File: config.mk
export PLATFORM = sky130hd
export DESIGN_NAME = mft_timer
export DESIGN_NICKNAME = d
export VERILOG_FILES = /design/src/rtl/mft_pkg.sv /design/src/rtl/mft_cnt_if.sv /design/src/rtl/mft_counter.sv /design/src/rtl/mft_flag.sv /design/src/rtl/mft_timer.sv
export SDC_FILE = /design/constraint.sdc
export NUM_CORES = 2
export LEC_CHECK = 0
export BUFFER_PORTS_ARGS = -buffer_cell sky130_fd_sc_hd__buf_4
export CELL_PAD_IN_SITES_DETAIL_PLACEMENT = 2
export CELL_PAD_IN_SITES_GLOBAL_PLACEMENT = 2
export CORE_ASPECT_RATIO = 1.5
export CORE_UTILIZATION = 40
export CTS_CLUSTER_SIZE = 20
export DETAILED_ROUTE_END_ITERATION = 12
export GPL_TIMING_DRIVEN = 0
export PLACE_DENSITY = 0.78
export SYNTH_ARGS = -nofsm -noshare
export SYNTH_HDL_FRONTEND = slang
export SYNTH_SLANG_ARGS = --single-unit
File: constraint.sdc
create_clock -name clk -period 4.4 [get_ports clk]
set_input_delay 0.88 -clock clk [delete_from_list [all_inputs] [get_ports clk]]
set_output_delay 0.88 -clock clk [all_outputs]
set_load 0.05 [all_outputs]
File: src/rtl/mft_pkg.sv
// Shared constants and types of the multi-function timer flag and contention logic.
package mft_pkg;
  localparam int          NCH       = 5;
  localparam int          CW        = 16;
  localparam int          NCC       = 4;
  localparam int          NFL       = 6;
  // Per-channel register offsets; channel n sits at n * 0x40.
  localparam logic [2:0]  SEL_CNT   = 3'h0;
  localparam logic [2:0]  SEL_CC0   = 3'h1;
  localparam logic [2:0]  SEL_CTRL  = 3'h5;
  localparam logic [2:0]  SEL_STAT  = 3'h6;
  localparam logic [2:0]  SEL_IEN   = 3'h7;
  // Global registers.
  localparam logic [11:0] ADR_START = 12'h140;
  localparam logic [11:0] ADR_DEAD  = 12'h144;
  localparam logic [11:0] ADR_MSTOP = 12'h148;
  // Control register fields.
  localparam int          CB_CLR    = 0;
  localparam int          CB_DOWN   = 1;
  localparam int          CB_BUF    = 2;
  localparam int          CB_CLK    = 3;
  localparam int          CB_CASC   = 5;
  localparam int          CB_C1CAP  = 6;
  localparam int          CB_BSRC   = 7;
  localparam int          CB_CAPEN  = 8;
  localparam int          CB_CPWM   = 12;
  localparam int          CTRL_W    = 13;
  // Status bit positions: 0..3 match/capture, then overflow, underflow.
  localparam int          SB_OVF    = 4;
  localparam int          SB_UNF    = 5;
  // Count clock sources.
  localparam logic [1:0]  CLK_INT   = 2'h0;
  localparam logic [1:0]  CLK_RISE  = 2'h1;
  localparam logic [1:0]  CLK_FALL  = 2'h2;
  // Reset values and the up-count maximum.
  localparam logic [15:0] CNT_RST   = 16'h0000;
  localparam logic [15:0] CNT_MAX   = 16'hffff;
  localparam logic        MSTOP_RST = 1'b1;
  typedef enum logic [1:0] {
    MFT_OKAY   = 2'h0,
    MFT_SLVERR = 2'h2
  } mft_resp_t;
endpackage

File: src/rtl/mft_cnt_if.sv
// Control and event bundle between the timer core and one channel counter.
`timescale 1ns/1ps
`default_nettype none
interface mft_cnt_if;
  logic        tick;
  logic        dec;
  logic        clr;
  logic        wr;
  logic [15:0] wdata;
  logic        load;
  logic [15:0] load_val;
  logic [15:0] cnt;
  logic        ovf;
  logic        unf;
  modport ctl  (output tick, dec, clr, wr, wdata, load, load_val, input cnt, ovf, unf);
  modport core (input tick, dec, clr, wr, wdata, load, load_val, output cnt, ovf, unf);
endinterface
`default_nettype wire

File: src/rtl/mft_counter.sv
// One 16-bit channel counter with clear, load, write and count priorities.
`timescale 1ns/1ps
`default_nettype none
module mft_counter (
  input wire logic clk,
  input wire logic reset_n,
  mft_cnt_if.core  c
);
  logic [15:0] cnt_r;
  logic [15:0] cnt_nxt;
  logic        wrap;

  // A wrap only flags when no clear, load or bus write overrides the count.
  assign wrap  = c.tick & (c.dec ? (cnt_r == mft_pkg::CNT_RST) : (cnt_r == mft_pkg::CNT_MAX));
  assign c.ovf = wrap & ~c.dec & ~c.wr & ~c.clr & ~c.load;
  assign c.unf = wrap & c.dec & ~c.wr & ~c.clr & ~c.load;
  assign c.cnt = cnt_r;

  // Clear beats a write, and a write beats a count step.
  always_comb
  begin
    if (c.clr)
      cnt_nxt = mft_pkg::CNT_RST;
    else if (c.load)
      cnt_nxt = c.load_val;
    else if (c.wr)
      cnt_nxt = c.wdata;
    else if (c.tick)
      cnt_nxt = c.dec ? cnt_r - 16'h0001 : cnt_r + 16'h0001;
    else
      cnt_nxt = cnt_r;
  end

  // Counter state.
  always_ff @(posedge clk)
  begin
    if (!reset_n)
      cnt_r <= mft_pkg::CNT_RST;
    else
      cnt_r <= cnt_nxt;
  end
endmodule
`default_nettype wire

File: src/rtl/mft_flag.sv
// One status flag with read-one-then-write-zero clearing and its interrupt gate.
`timescale 1ns/1ps
`default_nettype none
module mft_flag (
  input  wire logic clk,
  input  wire logic reset_n,
  input  wire logic set,
  input  wire logic rd_seen,
  input  wire logic wr_zero,
  input  wire logic auto_clr,
  input  wire logic en,
  output logic      flag,
  output logic      irq
);
  logic flag_r;
  logic armed_r;
  logic clr;

  assign clr  = (wr_zero & armed_r) | auto_clr;
  assign flag = flag_r;
  assign irq  = flag_r & en;

  // A new event wins over any clear in the same cycle.
  always_ff @(posedge clk)
  begin
    if (!reset_n)
      flag_r <= 1'b0;
    else if (set)
      flag_r <= 1'b1;
    else if (clr)
      flag_r <= 1'b0;
  end

  // Arming remembers that software has seen the flag as one.
  always_ff @(posedge clk)
  begin
    if (!reset_n)
      armed_r <= 1'b0;
    else if (!flag_r || (clr && !set))
      armed_r <= 1'b0;
    else if (rd_seen)
      armed_r <= 1'b1;
  end
endmodule
`default_nettype wire

File: src/rtl/mft_timer.sv
// Five-channel timer core with status flags, contention priorities and AXI4-Lite registers.
//
// Chosen here: register access over AXI4-Lite and the register addresses.
`timescale 1ns/1ps
`default_nettype none
// Behaviour
// - Flag clears by write zero after read one
// - Transfer acknowledge clears its flag automatically
// - Unit starts stopped; registers locked until released
// - Clear on match gives period N plus one
// - Counter clear beats a counter write
// - Counter write beats a count step
// - Compare write and match both take effect
// - Buffer transfer: channel 0 new, 3/4 old
// - Read during capture returns captured value
// - Capture beats compare register write
// - Capture buffer transfer beats buffer write
// - Channel 2 write suppresses cascade count
// - Channel 1 compare A still matches
// - Channel 0 still captures on channel 1 clock
// - Channel 1 register B still captures
// - Complementary stop loads dead time and zero
// - Complementary restart resumes from loaded values
// - Match or capture sets flag, raises request; with buffering on channels 0, 3 and 4, registers C and D set no flag
// - Overflow sets flag, raises request
// - Underflow past zero sets flag, raises request
// - Request is flag and enable together
// - One match per counter input clock
module mft_timer (
  input  wire logic        clk,
  input  wire logic        reset_n,
  input  wire logic [11:0] s_axi_awaddr,
  input  wire logic        s_axi_awvalid,
  output logic             s_axi_awready,
  input  wire logic [31:0] s_axi_wdata,
  input  wire logic [3:0]  s_axi_wstrb,
  input  wire logic        s_axi_wvalid,
  output logic             s_axi_wready,
  output logic [1:0]       s_axi_bresp,
  output logic             s_axi_bvalid,
  input  wire logic        s_axi_bready,
  input  wire logic [11:0] s_axi_araddr,
  input  wire logic        s_axi_arvalid,
  output logic             s_axi_arready,
  output logic [31:0]      s_axi_rdata,
  output logic [1:0]       s_axi_rresp,
  output logic             s_axi_rvalid,
  input  wire logic        s_axi_rready,
  input  wire logic [4:0]  ext_count_clk,
  input  wire logic [19:0] timer_io_pin,
  input  wire logic [4:0]  xfer_ack,
  output logic [19:0]      match_capture_irq,
  output logic [4:0]       overflow_irq,
  output logic [4:0]       underflow_irq
);
  localparam int NCH = mft_pkg::NCH;

  // ****************************************************************
  // Register bus decode
  // ****************************************************************
  logic        bvalid_r;
  logic [1:0]  bresp_r;
  logic        rvalid_r;
  logic [1:0]  rresp_r;
  logic [31:0] rdata_r;
  logic        wr_go;
  logic        ar_go;
  logic        mstop_r;
  logic [4:0]  start_r;
  logic [15:0] dead_r;
  logic [31:0] wmask;
  logic        w_in_ch;
  logic        r_in_ch;
  logic        w_ok;
  logic        r_ok;
  logic        cp_stop;
  logic [4:0]  cpwm_v;
  logic [4:0]  clk_req;
  logic [4:0]  wrap_req;
  logic [4:0]  ev_a;
  logic [31:0] rd_word [NCH];

  // Both write channels are taken together, one write in flight at a time.
  assign s_axi_awready = s_axi_awvalid & s_axi_wvalid & ~bvalid_r;
  assign s_axi_wready  = s_axi_awready;
  assign s_axi_arready = ~rvalid_r;
  assign wr_go = s_axi_awready;
  assign ar_go = s_axi_arvalid & ~rvalid_r;
  assign s_axi_bvalid = bvalid_r;
  assign s_axi_bresp  = bresp_r;
  assign s_axi_rvalid = rvalid_r;
  assign s_axi_rresp  = rresp_r;
  assign s_axi_rdata  = rdata_r;
  assign wmask = {{8{s_axi_wstrb[3]}}, {8{s_axi_wstrb[2]}},
                  {8{s_axi_wstrb[1]}}, {8{s_axi_wstrb[0]}}};

  // Channel window is the first five 64-byte blocks.
  assign w_in_ch = (s_axi_awaddr[11:9] == 3'h0) && (s_axi_awaddr[8:6] < 3'h5);
  assign r_in_ch = (s_axi_araddr[11:9] == 3'h0) && (s_axi_araddr[8:6] < 3'h5);

  // module stop lock
  // While stopped only the stop register answers; the rest report an error.
  assign w_ok = (s_axi_awaddr[1:0] == 2'h0) &&
                ((s_axi_awaddr == mft_pkg::ADR_MSTOP) ||
                 (!mstop_r && (w_in_ch || s_axi_awaddr == mft_pkg::ADR_START ||
                               s_axi_awaddr == mft_pkg::ADR_DEAD)));
  assign r_ok = (s_axi_araddr[1:0] == 2'h0) &&
                ((s_axi_araddr == mft_pkg::ADR_MSTOP) ||
                 (!mstop_r && (r_in_ch || s_axi_araddr == mft_pkg::ADR_START ||
                               s_axi_araddr == mft_pkg::ADR_DEAD)));

  function automatic logic [15:0] merge16(input logic [15:0] old,
                                          input logic [31:0] nw,
                                          input logic [31:0] m);
    merge16 = (old & ~m[15:0]) | (nw[15:0] & m[15:0]);
  endfunction

  // Write response.
  always_ff @(posedge clk)
  begin
    if (!reset_n)
    begin
      bvalid_r <= 1'b0;
      bresp_r  <= mft_pkg::MFT_OKAY;
    end
    else if (wr_go)
    begin
      bvalid_r <= 1'b1;
      bresp_r  <= w_ok ? mft_pkg::MFT_OKAY : mft_pkg::MFT_SLVERR;
    end
    else if (s_axi_bready)
      bvalid_r <= 1'b0;
  end

  // Read data is registered at the address handshake, so a capture in that
  // cycle is already visible in the returned word.
  always_ff @(posedge clk)
  begin
    if (!reset_n)
    begin
      rvalid_r <= 1'b0;
      rresp_r  <= mft_pkg::MFT_OKAY;
      rdata_r  <= 32'h0000_0000;
    end
    else if (ar_go)
    begin
      rvalid_r <= 1'b1;
      rresp_r  <= r_ok ? mft_pkg::MFT_OKAY : mft_pkg::MFT_SLVERR;
      if (!r_ok)
        rdata_r <= 32'h0000_0000;
      else if (r_in_ch)
        rdata_r <= rd_word[s_axi_araddr[8:6]];
      else if (s_axi_araddr == mft_pkg::ADR_START)
        rdata_r <= {27'h0, start_r};
      else if (s_axi_araddr == mft_pkg::ADR_DEAD)
        rdata_r <= {16'h0, dead_r};
      else
        rdata_r <= {31'h0, mstop_r};
    end
    else if (s_axi_rready)
      rvalid_r <= 1'b0;
  end

  // ****************************************************************
  // Global registers
  // ****************************************************************
  // complementary stop detect
  assign cp_stop = wr_go && w_ok && (s_axi_awaddr == mft_pkg::ADR_START) &&
                   s_axi_wstrb[0] && start_r[3] && !s_axi_wdata[3] && cpwm_v[3];

  always_ff @(posedge clk)
  begin
    if (!reset_n)
    begin
      mstop_r <= mft_pkg::MSTOP_RST;
      start_r <= 5'h00;
      dead_r  <= mft_pkg::CNT_RST;
    end
    else if (wr_go && w_ok)
    begin
      if (s_axi_awaddr == mft_pkg::ADR_MSTOP && s_axi_wstrb[0])
        mstop_r <= s_axi_wdata[0];
      if (s_axi_awaddr == mft_pkg::ADR_START && s_axi_wstrb[0])
        start_r <= s_axi_wdata[4:0];
      if (s_axi_awaddr == mft_pkg::ADR_DEAD)
        dead_r <= merge16(dead_r, s_axi_wdata, wmask);
    end
  end

  // ****************************************************************
  // Channels
  // ****************************************************************
  mft_cnt_if cif [NCH] ();

  for (genvar g = 0; g < NCH; g++)
  begin : gch
    logic [15:0] cc_r [4];
    logic [12:0] ctrl_r;
    logic [5:0]  ien_r;
    logic [5:0]  ev_r;
    logic [5:0]  flag;
    logic [3:0]  pin_d_r;
    logic        ext_d_r;
    logic        ext_ev;
    logic        run;
    logic        tick;
    logic        casc_ct;
    logic        bufok;
    logic        hit;
    logic [7:0]  wsel;
    logic [3:0]  cap;
    logic [3:0]  mt;
    logic [3:0]  capen;
    logic [3:0]  pin_rise;
    logic        ext_rise;
    logic        ext_fall;

    assign hit   = wr_go && w_ok && w_in_ch && (s_axi_awaddr[8:6] == 3'(g));
    assign wsel  = hit ? (8'h01 << s_axi_awaddr[4:2]) : 8'h00;
    assign capen = ctrl_r[mft_pkg::CB_CAPEN +: 4];
    assign bufok = ctrl_r[mft_pkg::CB_BUF] && (g == 0 || g == 3 || g == 4);
    assign run   = start_r[g] & ~mstop_r;
    assign cpwm_v[g] = ctrl_r[mft_pkg::CB_CPWM];
    assign pin_rise  = timer_io_pin[g*4 +: 4] & ~pin_d_r;
    assign ext_rise  = ext_count_clk[g] & ~ext_d_r;
    assign ext_fall  = ~ext_count_clk[g] & ext_d_r;

    // Count clock source; the pin edges rely on the documented pulse widths.
    // single or both edges
    always_comb
    begin
      case (ctrl_r[mft_pkg::CB_CLK +: 2])
        mft_pkg::CLK_INT:  ext_ev = 1'b1;
        mft_pkg::CLK_RISE: ext_ev = ext_rise;
        mft_pkg::CLK_FALL: ext_ev = ext_fall;
        default:           ext_ev = ext_rise | ext_fall;
      endcase
    end

    // cascade count suppressed
    // Channel 2 reports no wrap when its counter is being written.
    if (g == 1)
    begin : gcasc
      assign clk_req[g] = run & (ctrl_r[mft_pkg::CB_CASC] ? wrap_req[2] : ext_ev);
      assign tick = run & (ctrl_r[mft_pkg::CB_CASC] ? (cif[2].ovf | cif[2].unf) : ext_ev);
      assign casc_ct = run & ctrl_r[mft_pkg::CB_CASC] & wrap_req[2] & cif[2].wr;
    end
    else
    begin : gown
      assign clk_req[g] = run & ext_ev;
      assign tick = run & ext_ev;
      assign casc_ct = 1'b0;
    end

    assign wrap_req[g] = tick & (ctrl_r[mft_pkg::CB_DOWN] ?
                         (cif[g].cnt == mft_pkg::CNT_RST) : (cif[g].cnt == mft_pkg::CNT_MAX));

    for (genvar k = 0; k < 4; k++)
    begin : gk
      assign mt[k] = ~capen[k] & (cif[g].cnt == cc_r[k]) & (tick | ((k == 0) & casc_ct));
      assign cap[k] = capen[k] & (
        ((g == 1 && k == 1 && ctrl_r[mft_pkg::CB_BSRC]) ? ev_a[0] : pin_rise[k]) |
        ((g == 0) & ctrl_r[mft_pkg::CB_C1CAP] & clk_req[1]));
    end
    assign ev_a[g] = mt[0] | cap[0];

    assign cif[g].tick  = tick;
    assign cif[g].dec   = ctrl_r[mft_pkg::CB_DOWN];
    assign cif[g].clr   = ctrl_r[mft_pkg::CB_CLR] & mt[0];
    assign cif[g].wr    = wsel[mft_pkg::SEL_CNT];
    assign cif[g].wdata = merge16(cif[g].cnt, s_axi_wdata, wmask);
    assign cif[g].load  = cp_stop & (g == 3 || g == 4);
    assign cif[g].load_val = (g == 3) ? dead_r : mft_pkg::CNT_RST;

    mft_counter u_cnt (
      .clk     (clk),
      .reset_n (reset_n),
      .c       (cif[g])
    );

    // Edge history and events; flags follow their event by one edge.
    // one edge after the update
    always_ff @(posedge clk)
    begin
      if (!reset_n)
      begin
        pin_d_r <= 4'h0;
        ext_d_r <= 1'b0;
        ev_r    <= 6'h00;
      end
      else
      begin
        pin_d_r <= timer_io_pin[g*4 +: 4];
        ext_d_r <= ext_count_clk[g];
        ev_r    <= {cif[g].unf, cif[g].ovf, (mt[3] | cap[3]) & ~bufok,
                    (mt[2] | cap[2]) & ~bufok, mt[1] | cap[1], mt[0] | cap[0]};
      end
    end

    // Control and enable registers.
    always_ff @(posedge clk)
    begin
      if (!reset_n)
      begin
        ctrl_r <= 13'h0000;
        ien_r  <= 6'h00;
      end
      else
      begin
        if (wsel[mft_pkg::SEL_CTRL] && s_axi_wstrb[0])
          ctrl_r[7:0] <= s_axi_wdata[7:0];
        if (wsel[mft_pkg::SEL_CTRL] && s_axi_wstrb[1])
          ctrl_r[12:8] <= s_axi_wdata[12:8];
        if (wsel[mft_pkg::SEL_IEN] && s_axi_wstrb[0])
          ien_r <= s_axi_wdata[5:0];
      end
    end

    // Compare/capture registers; on channels 0, 3 and 4 register C doubles as buffer of register A.
    always_ff @(posedge clk)
    begin
      if (!reset_n)
      begin
        for (int k = 0; k < 4; k++)
          cc_r[k] <= mft_pkg::CNT_RST;
      end
      else
      begin
        for (int k = 0; k < 4; k++)
        begin
          if (cap[k])
            cc_r[k] <= cif[g].cnt;
          else if (k == 2 && bufok && cap[0])
            cc_r[k] <= cc_r[0];
          else if (k == 0 && bufok && mt[0])
            cc_r[k] <= (g == 0 && wsel[mft_pkg::SEL_CC0 + 3'h2]) ?
                       merge16(cc_r[2], s_axi_wdata, wmask) : cc_r[2];
          else if (wsel[mft_pkg::SEL_CC0 + 3'(k)])
            cc_r[k] <= merge16(cc_r[k], s_axi_wdata, wmask);
        end
      end
    end

    always_comb
    begin
      case (s_axi_araddr[4:2])
        mft_pkg::SEL_CNT:  rd_word[g] = {16'h0, cif[g].cnt};
        mft_pkg::SEL_CTRL: rd_word[g] = {19'h0, ctrl_r};
        mft_pkg::SEL_STAT: rd_word[g] = {26'h0, flag};
        mft_pkg::SEL_IEN:  rd_word[g] = {26'h0, ien_r};
        default:
          rd_word[g] = {16'h0, cap[s_axi_araddr[3:2] - 2'h1] ? cif[g].cnt :
                                cc_r[s_axi_araddr[3:2] - 2'h1]};
      endcase
    end

    for (genvar j = 0; j < mft_pkg::NFL; j++)
    begin : gfl
      logic irq;
      mft_flag u_flag (
        .clk      (clk),
        .reset_n  (reset_n),
        .set      (ev_r[j]),
        .rd_seen  (ar_go && r_ok && r_in_ch && s_axi_araddr[8:6] == 3'(g) &&
                   s_axi_araddr[4:2] == mft_pkg::SEL_STAT),
        .wr_zero  (wsel[mft_pkg::SEL_STAT] && s_axi_wstrb[0] && !s_axi_wdata[j]),
        .auto_clr (j == 0 && xfer_ack[g]),
        .en       (ien_r[j]),
        .flag     (flag[j]),
        .irq      (irq)
      );
      if (j < 4)
      begin : gmc
        assign match_capture_irq[g*4 + j] = irq;
      end
      else if (j == mft_pkg::SB_OVF)
      begin : gov
        assign overflow_irq[g] = irq;
      end
      else
      begin : gun
        assign underflow_irq[g] = irq;
      end
    end
  end
endmodule
`default_nettype wire

After elaboration in Yosys (flattened, before gate mapping)
Memories as Yosys holds them, arrays and structs flattened.
Cells that the tools add are included.
Widths: inputs -> output; s select.

word-level totals
  ROM bits = 0
  memory bits (writable) = 320
  latch bits = 0
  bits of input ports = 97
  memories kept = 5
  word-level logic and storage cells = 1,232
  register bits = 350

memory list
  name         depth  width  read ports  clocked after Yosys merged registers in  wr ports  RTL line          source
  gch[0].cc_r  4      16     5           0                                        4         mft_timer.sv:197  logic [15:0] cc_r [4];
  gch[1].cc_r  4      16     5           0                                        4         mft_timer.sv:197
  gch[2].cc_r  4      16     5           0                                        4         mft_timer.sv:197
  gch[3].cc_r  4      16     5           0                                        4         mft_timer.sv:197
  gch[4].cc_r  4      16     5           0                                        4         mft_timer.sv:197

operators by class
  $add $sub $neg = 11
  bitwise gates (word level) = 398
  shift operators = 1
  muxes and demuxes = 345
  divide/modulo/power cells = 0
  $mul = 0
  reduce and logical (&&, ||, !) cells = 313
  eq/ne operators = 52
  $lt $le $gt $ge = 4

operators by type and width
  cell                   number
  $mux 16                69
  $and 16x16->16         27
  $or 16x16->16          26
  $eq 16x16->1           20
  $pmux 16 s4            5
  $mux 1                 248
  $and 1x1->1            198
  $mux 32                5
  $logic_and 1x1->1      118
  $bmux 32 s3            1
  $or 1x1->1             82
  $add 16x1->16 const B  5
  $eq 16x16->1 const B   5
  $logic_not 16->1       5
  $sub 16x1->16 const B  5
  $eq 12x9->1 const B    6
  $reduce_bool 2->1      36
  $reduce_or 2->1        34
  $logic_not 1->1        67
  $not 1->1              53
  $mux 8                 5
  $logic_or 1x1->1       36
  $and 4x4->4            5
  $not 4->4              5
  other kinds (20)       58

Logic depth before layout (Yosys ltp)
  word-level depth = 23
  depth in mapped cells = 14

Hierarchy
Synthesis repeated with hierarchy kept, for this count alone.

second synthesis, totals
  cells, all modules = 5,141
  area total of the unflattened synthesis = 44,816.7 sq um

modules (own cells, without submodules)
  module                          cells an instance  times used  area each (sq um)  seq. area each (sq um)
  mft_timer                       3,691              1           33,533.4           13,452.9
  mft_counter (gch[1].u_cnt ...)  232                3           1,762.9            320.3
  mft_flag                        10                 30          86.3               40.0
  mft_counter (gch[0].u_cnt)      226                1           1,710.4            320.3
  mft_counter (gch[4].u_cnt)      228                1           1,694.1            320.3

Least setup slack after synthesis
No wires, ideal clock.

  path kind = input port to flip-flop
  start point = in ext_count_clk[4]
  end point = mem gch[4].cc_r[0][0], enable pin
  setup time = 0.416 ns
  stages on the path = 12
  path buffers = 1
  path slack = 0.327 ns
  arrival time = 3.656 ns
  cell sequence = inv_1 -> ha_1 -> nand2_1 -> o21ai_0 -> a21oi_1 -> nand3_1 -> or4_1 -> nor4_2 -> a21oi_1 -> nand3_1 -> clkbuf_1 -> nand3_1

RTL lines
  what             RTL line          source
  start, declared  mft_timer.sv:49   input wire logic [4:0] ext_count_clk,
  end, declared    mft_timer.sv:197

==> out/results.ini <==
[run_status]
status = finished, violations left
violations = capacitance limit, slew limit, setup timing

[worst_hold_path]
whs_path_depth = 2
whs_endpoint = s_axi_rvalid
hold_start = s_axi_rready
hp-class = primary input to register

[worst_setup_path]
worst-setup-path-type = primary input to register
path_buf_inv = 5
slowest_delay_ns = 1.19
endpoint_kind = register
r2r-start = mstop_r
cp_data_required_time_ns = 4.94
cp_slowest_cell = clkbuf_1
path_delay_family = buffers and inverters
arrival_ns = 5.37
worstReg2RegEnd = gch[0].ev_r[5]
crit_chain = buf_4 -> clkbuf_2 -> clkbuf_2 -> clkbuf_1 -> clkbuf_1 -> nand2_1 -> a21oi_1
cp_max_fo = 11
ff2ff_setup_slack_ns = -0.17
rr_worst_depth = 8
cp-start-kind = primary input

[timing]
worst_clock_skew_ns = 0.0238
worst_slack_ns = -0.433
max_freq_mhz = 207
period_needed_ns = 4.83
slew_violations = 86
finalCritPeriodShare_pct = 110
finalSetupViolCount = 134
slew_headroom_pct = -14.7
worstMarginPinSlew_ns = 1.72
finalHoldViolCount = 0
tns_ns = -24.30

[die]
chipWidth_um = 267
io_pins = 168
initial_core_util_pct = 40.4
num_rows = 145
die_h_um = 399
die-area_um2 = 106000
coreArea_um2 = 104000

[logic_synthesis]
syn_area_per_cell_um2 = 8.88
synth-main-ff-cell = dfxtp_1
yosys_register_bits = 652
ys_types = 92
synth_edf_count = 320
syn_inst = 4734
synth_area_um2 = 42000
ys_warn_count = 0
ys_seq_area_share_pct = 38.7
async_flop_share_pct = 0

[cts]
clk_pin_slew_ns = 0.06
cts_inserted_buffers = 75
cts.sinks = 652
clock_latency_ns = 0.72
clock_path_buffers = 3
cts_tree = done
cts-root-buf = clkbuf_16
htreeDepth = 3

[placement]
dpl_cell_area_um2 = 45000
hpwlAfterDp_um = 207000
place_ws_ns = -2.60
place.gp.congestion = 1.07
port_buffers = 122

[finish]
nets = 5156
fillers = 11600
syn2layout_area_growth_pct = 14.1
final_cell_mix = nand2_1, a21oi_1, nor2_1
design_area_um2 = 48000
drive_gt1_share_pct = 11.3
layout_commonest_cell = nand2_1

[routing]
finalWirelength_um = 276000
wl_per_cell_um = 42.7
drtIter0Drc = 6055
ant_nets = 0
first_pass_iters = 8
num_vias = 46300
vias_per_cell = 7.18
remaining_drc_errors = 0

[grt]
grt_max_degree = 22
track_usage_pct = 51.1
grt_pass1_wl_um = 374000
grt_pass1_vias = 46100
grt_overflow = 0
antenna_found_initial = 36

[power_and_ir_drop]
irDropWorstVdd_v = 0.000280
p_per_area_nw_per_um2 = 320
leakagePower_uw = 0.0175

[flow_run]
maxCapViolations = 12

==> metrics by stage <==
stage	util (%)	hold slack [ns]	cells	power, uW
2_1_floorplan	-	0.429	4751	7480
3_3_place_gp	43.0	0.438	6269	8420
3_5_place_dp	43.2	0.453	6283	8460
4_1_cts	45.9	0.376	6428	15100
5_1_grt	46.0	0.379	6436	15400
6_report	46.1	0.356	6459	15400
==> worst reg2reg max path: cells and delay by family (launching register included) <==
family                 cells  cell delay [ns]
and+or+nand+nor            5             2.91
DFF                        1             0.36
AOI/OAI and AO/OA          1             0.70
buffers and inverters      1             0.22
muxes                      1             0.18
==> state kept, by name (all words and copies together), names as in the netlist, 16 cells and up <==
register and count:
gch.cc_r 320, gch.u_cnt.c.cnt 80, gch.ctrl_r 65, gch.ev_r 30, gch.gfl.u_flag.armed_r 30, gch.gfl.u_flag.flag 30, gch.ien_r 30, gch.pin_d_r 20
cif.load_val 16, s_axi_rdata 16
==> timing repair <==
item / in CTS / in global routing
hold buffers: 0 / 0
setup buffers: 10 / 0
pin swaps: 8 / 1
gates resized for setup: 55 / 25
setup endpoints to repair: 385 / 227
==> cell type report <==
class	instances	area, um2	share of cell area, %
tap	1396	1750	3.64
inverter	62	236	0.493
clock inverter	26	225	0.470
multi-input combinational	3624	24100	50.3
timing repair buffer	148	1170	2.44
antenna	32	80.1	0.167
buffer	407	1840	3.84
sequential	652	16300	33.9
clock buffer	112	2280	4.76
==> power breakdown <==
| part | total [uW] | switching [uW] | leakage (uW) | internal [uW] |
|---|---|---|---|---|
| clock | 6850 | 3020 | 0.00124 | 3820 |
| sequential | 6640 | 171 | 0.00598 | 6470 |
| combinational | 1860 | 1400 | 0.0103 | 465 |
| total | 15400 | 4590 | 0.0175 | 10800 |
==> metal layers <==
metal  track usage [%]  share of wire, %
met5                 0             0.055
met4              49.6                12
met3              13.9                11
met2              77.3                43
met1              57.6                34
==> worst max-delay path by stage <==
stage / startpoint / to / depth (start not counted)
after detailed placement: s_axi_araddr[2] / s_axi_rdata[10] / 13
after global routing: mstop_r / gch[0].cc_r[0][9] / 9
after floorplan: ext_count_clk[4] / gch[4].cc_r[0][0] / 12
final: reset_n / gch[0].ev_r[3] / 7
after global placement: ext_count_clk[3] / gch[3].cc_r[0][14] / 12
after CTS: s_axi_wstrb[0] / gch[1].cc_r[3][0] / 5
==> synth_stat cells (all sizes together) (85+ instances only) <==
master  number  area [um2]
o21ai      371        1860
mux2i      186        1860
a211oi      98         741
buf        135         736
nor2       404        1520
o22ai       93         582
dfxtp      332        6650
a21oi      444        2230
edfxtp     320        9610
nand2      495        1860
clkbuf     278        1040
mux4        85        1910
xnor2      143        1250
nor3       108         546
xor2       228        2000
nand3      108         541
==> cell families after synthesis <==
| family | share of synthesized area [%] |
|---|---|
| AOI/OAI and AO/OA | 19.1 |
| xor gates and xnor gates | 7.73 |
| adders and majority gates | 2.74 |
| buffers and inverters | 4.79 |
| DFF | 38.7 |
| muxes | 9.71 |
| other | 0.00892 |
| and+or+nand+nor | 17.3 |
Power figures use the tool's default switching activity.
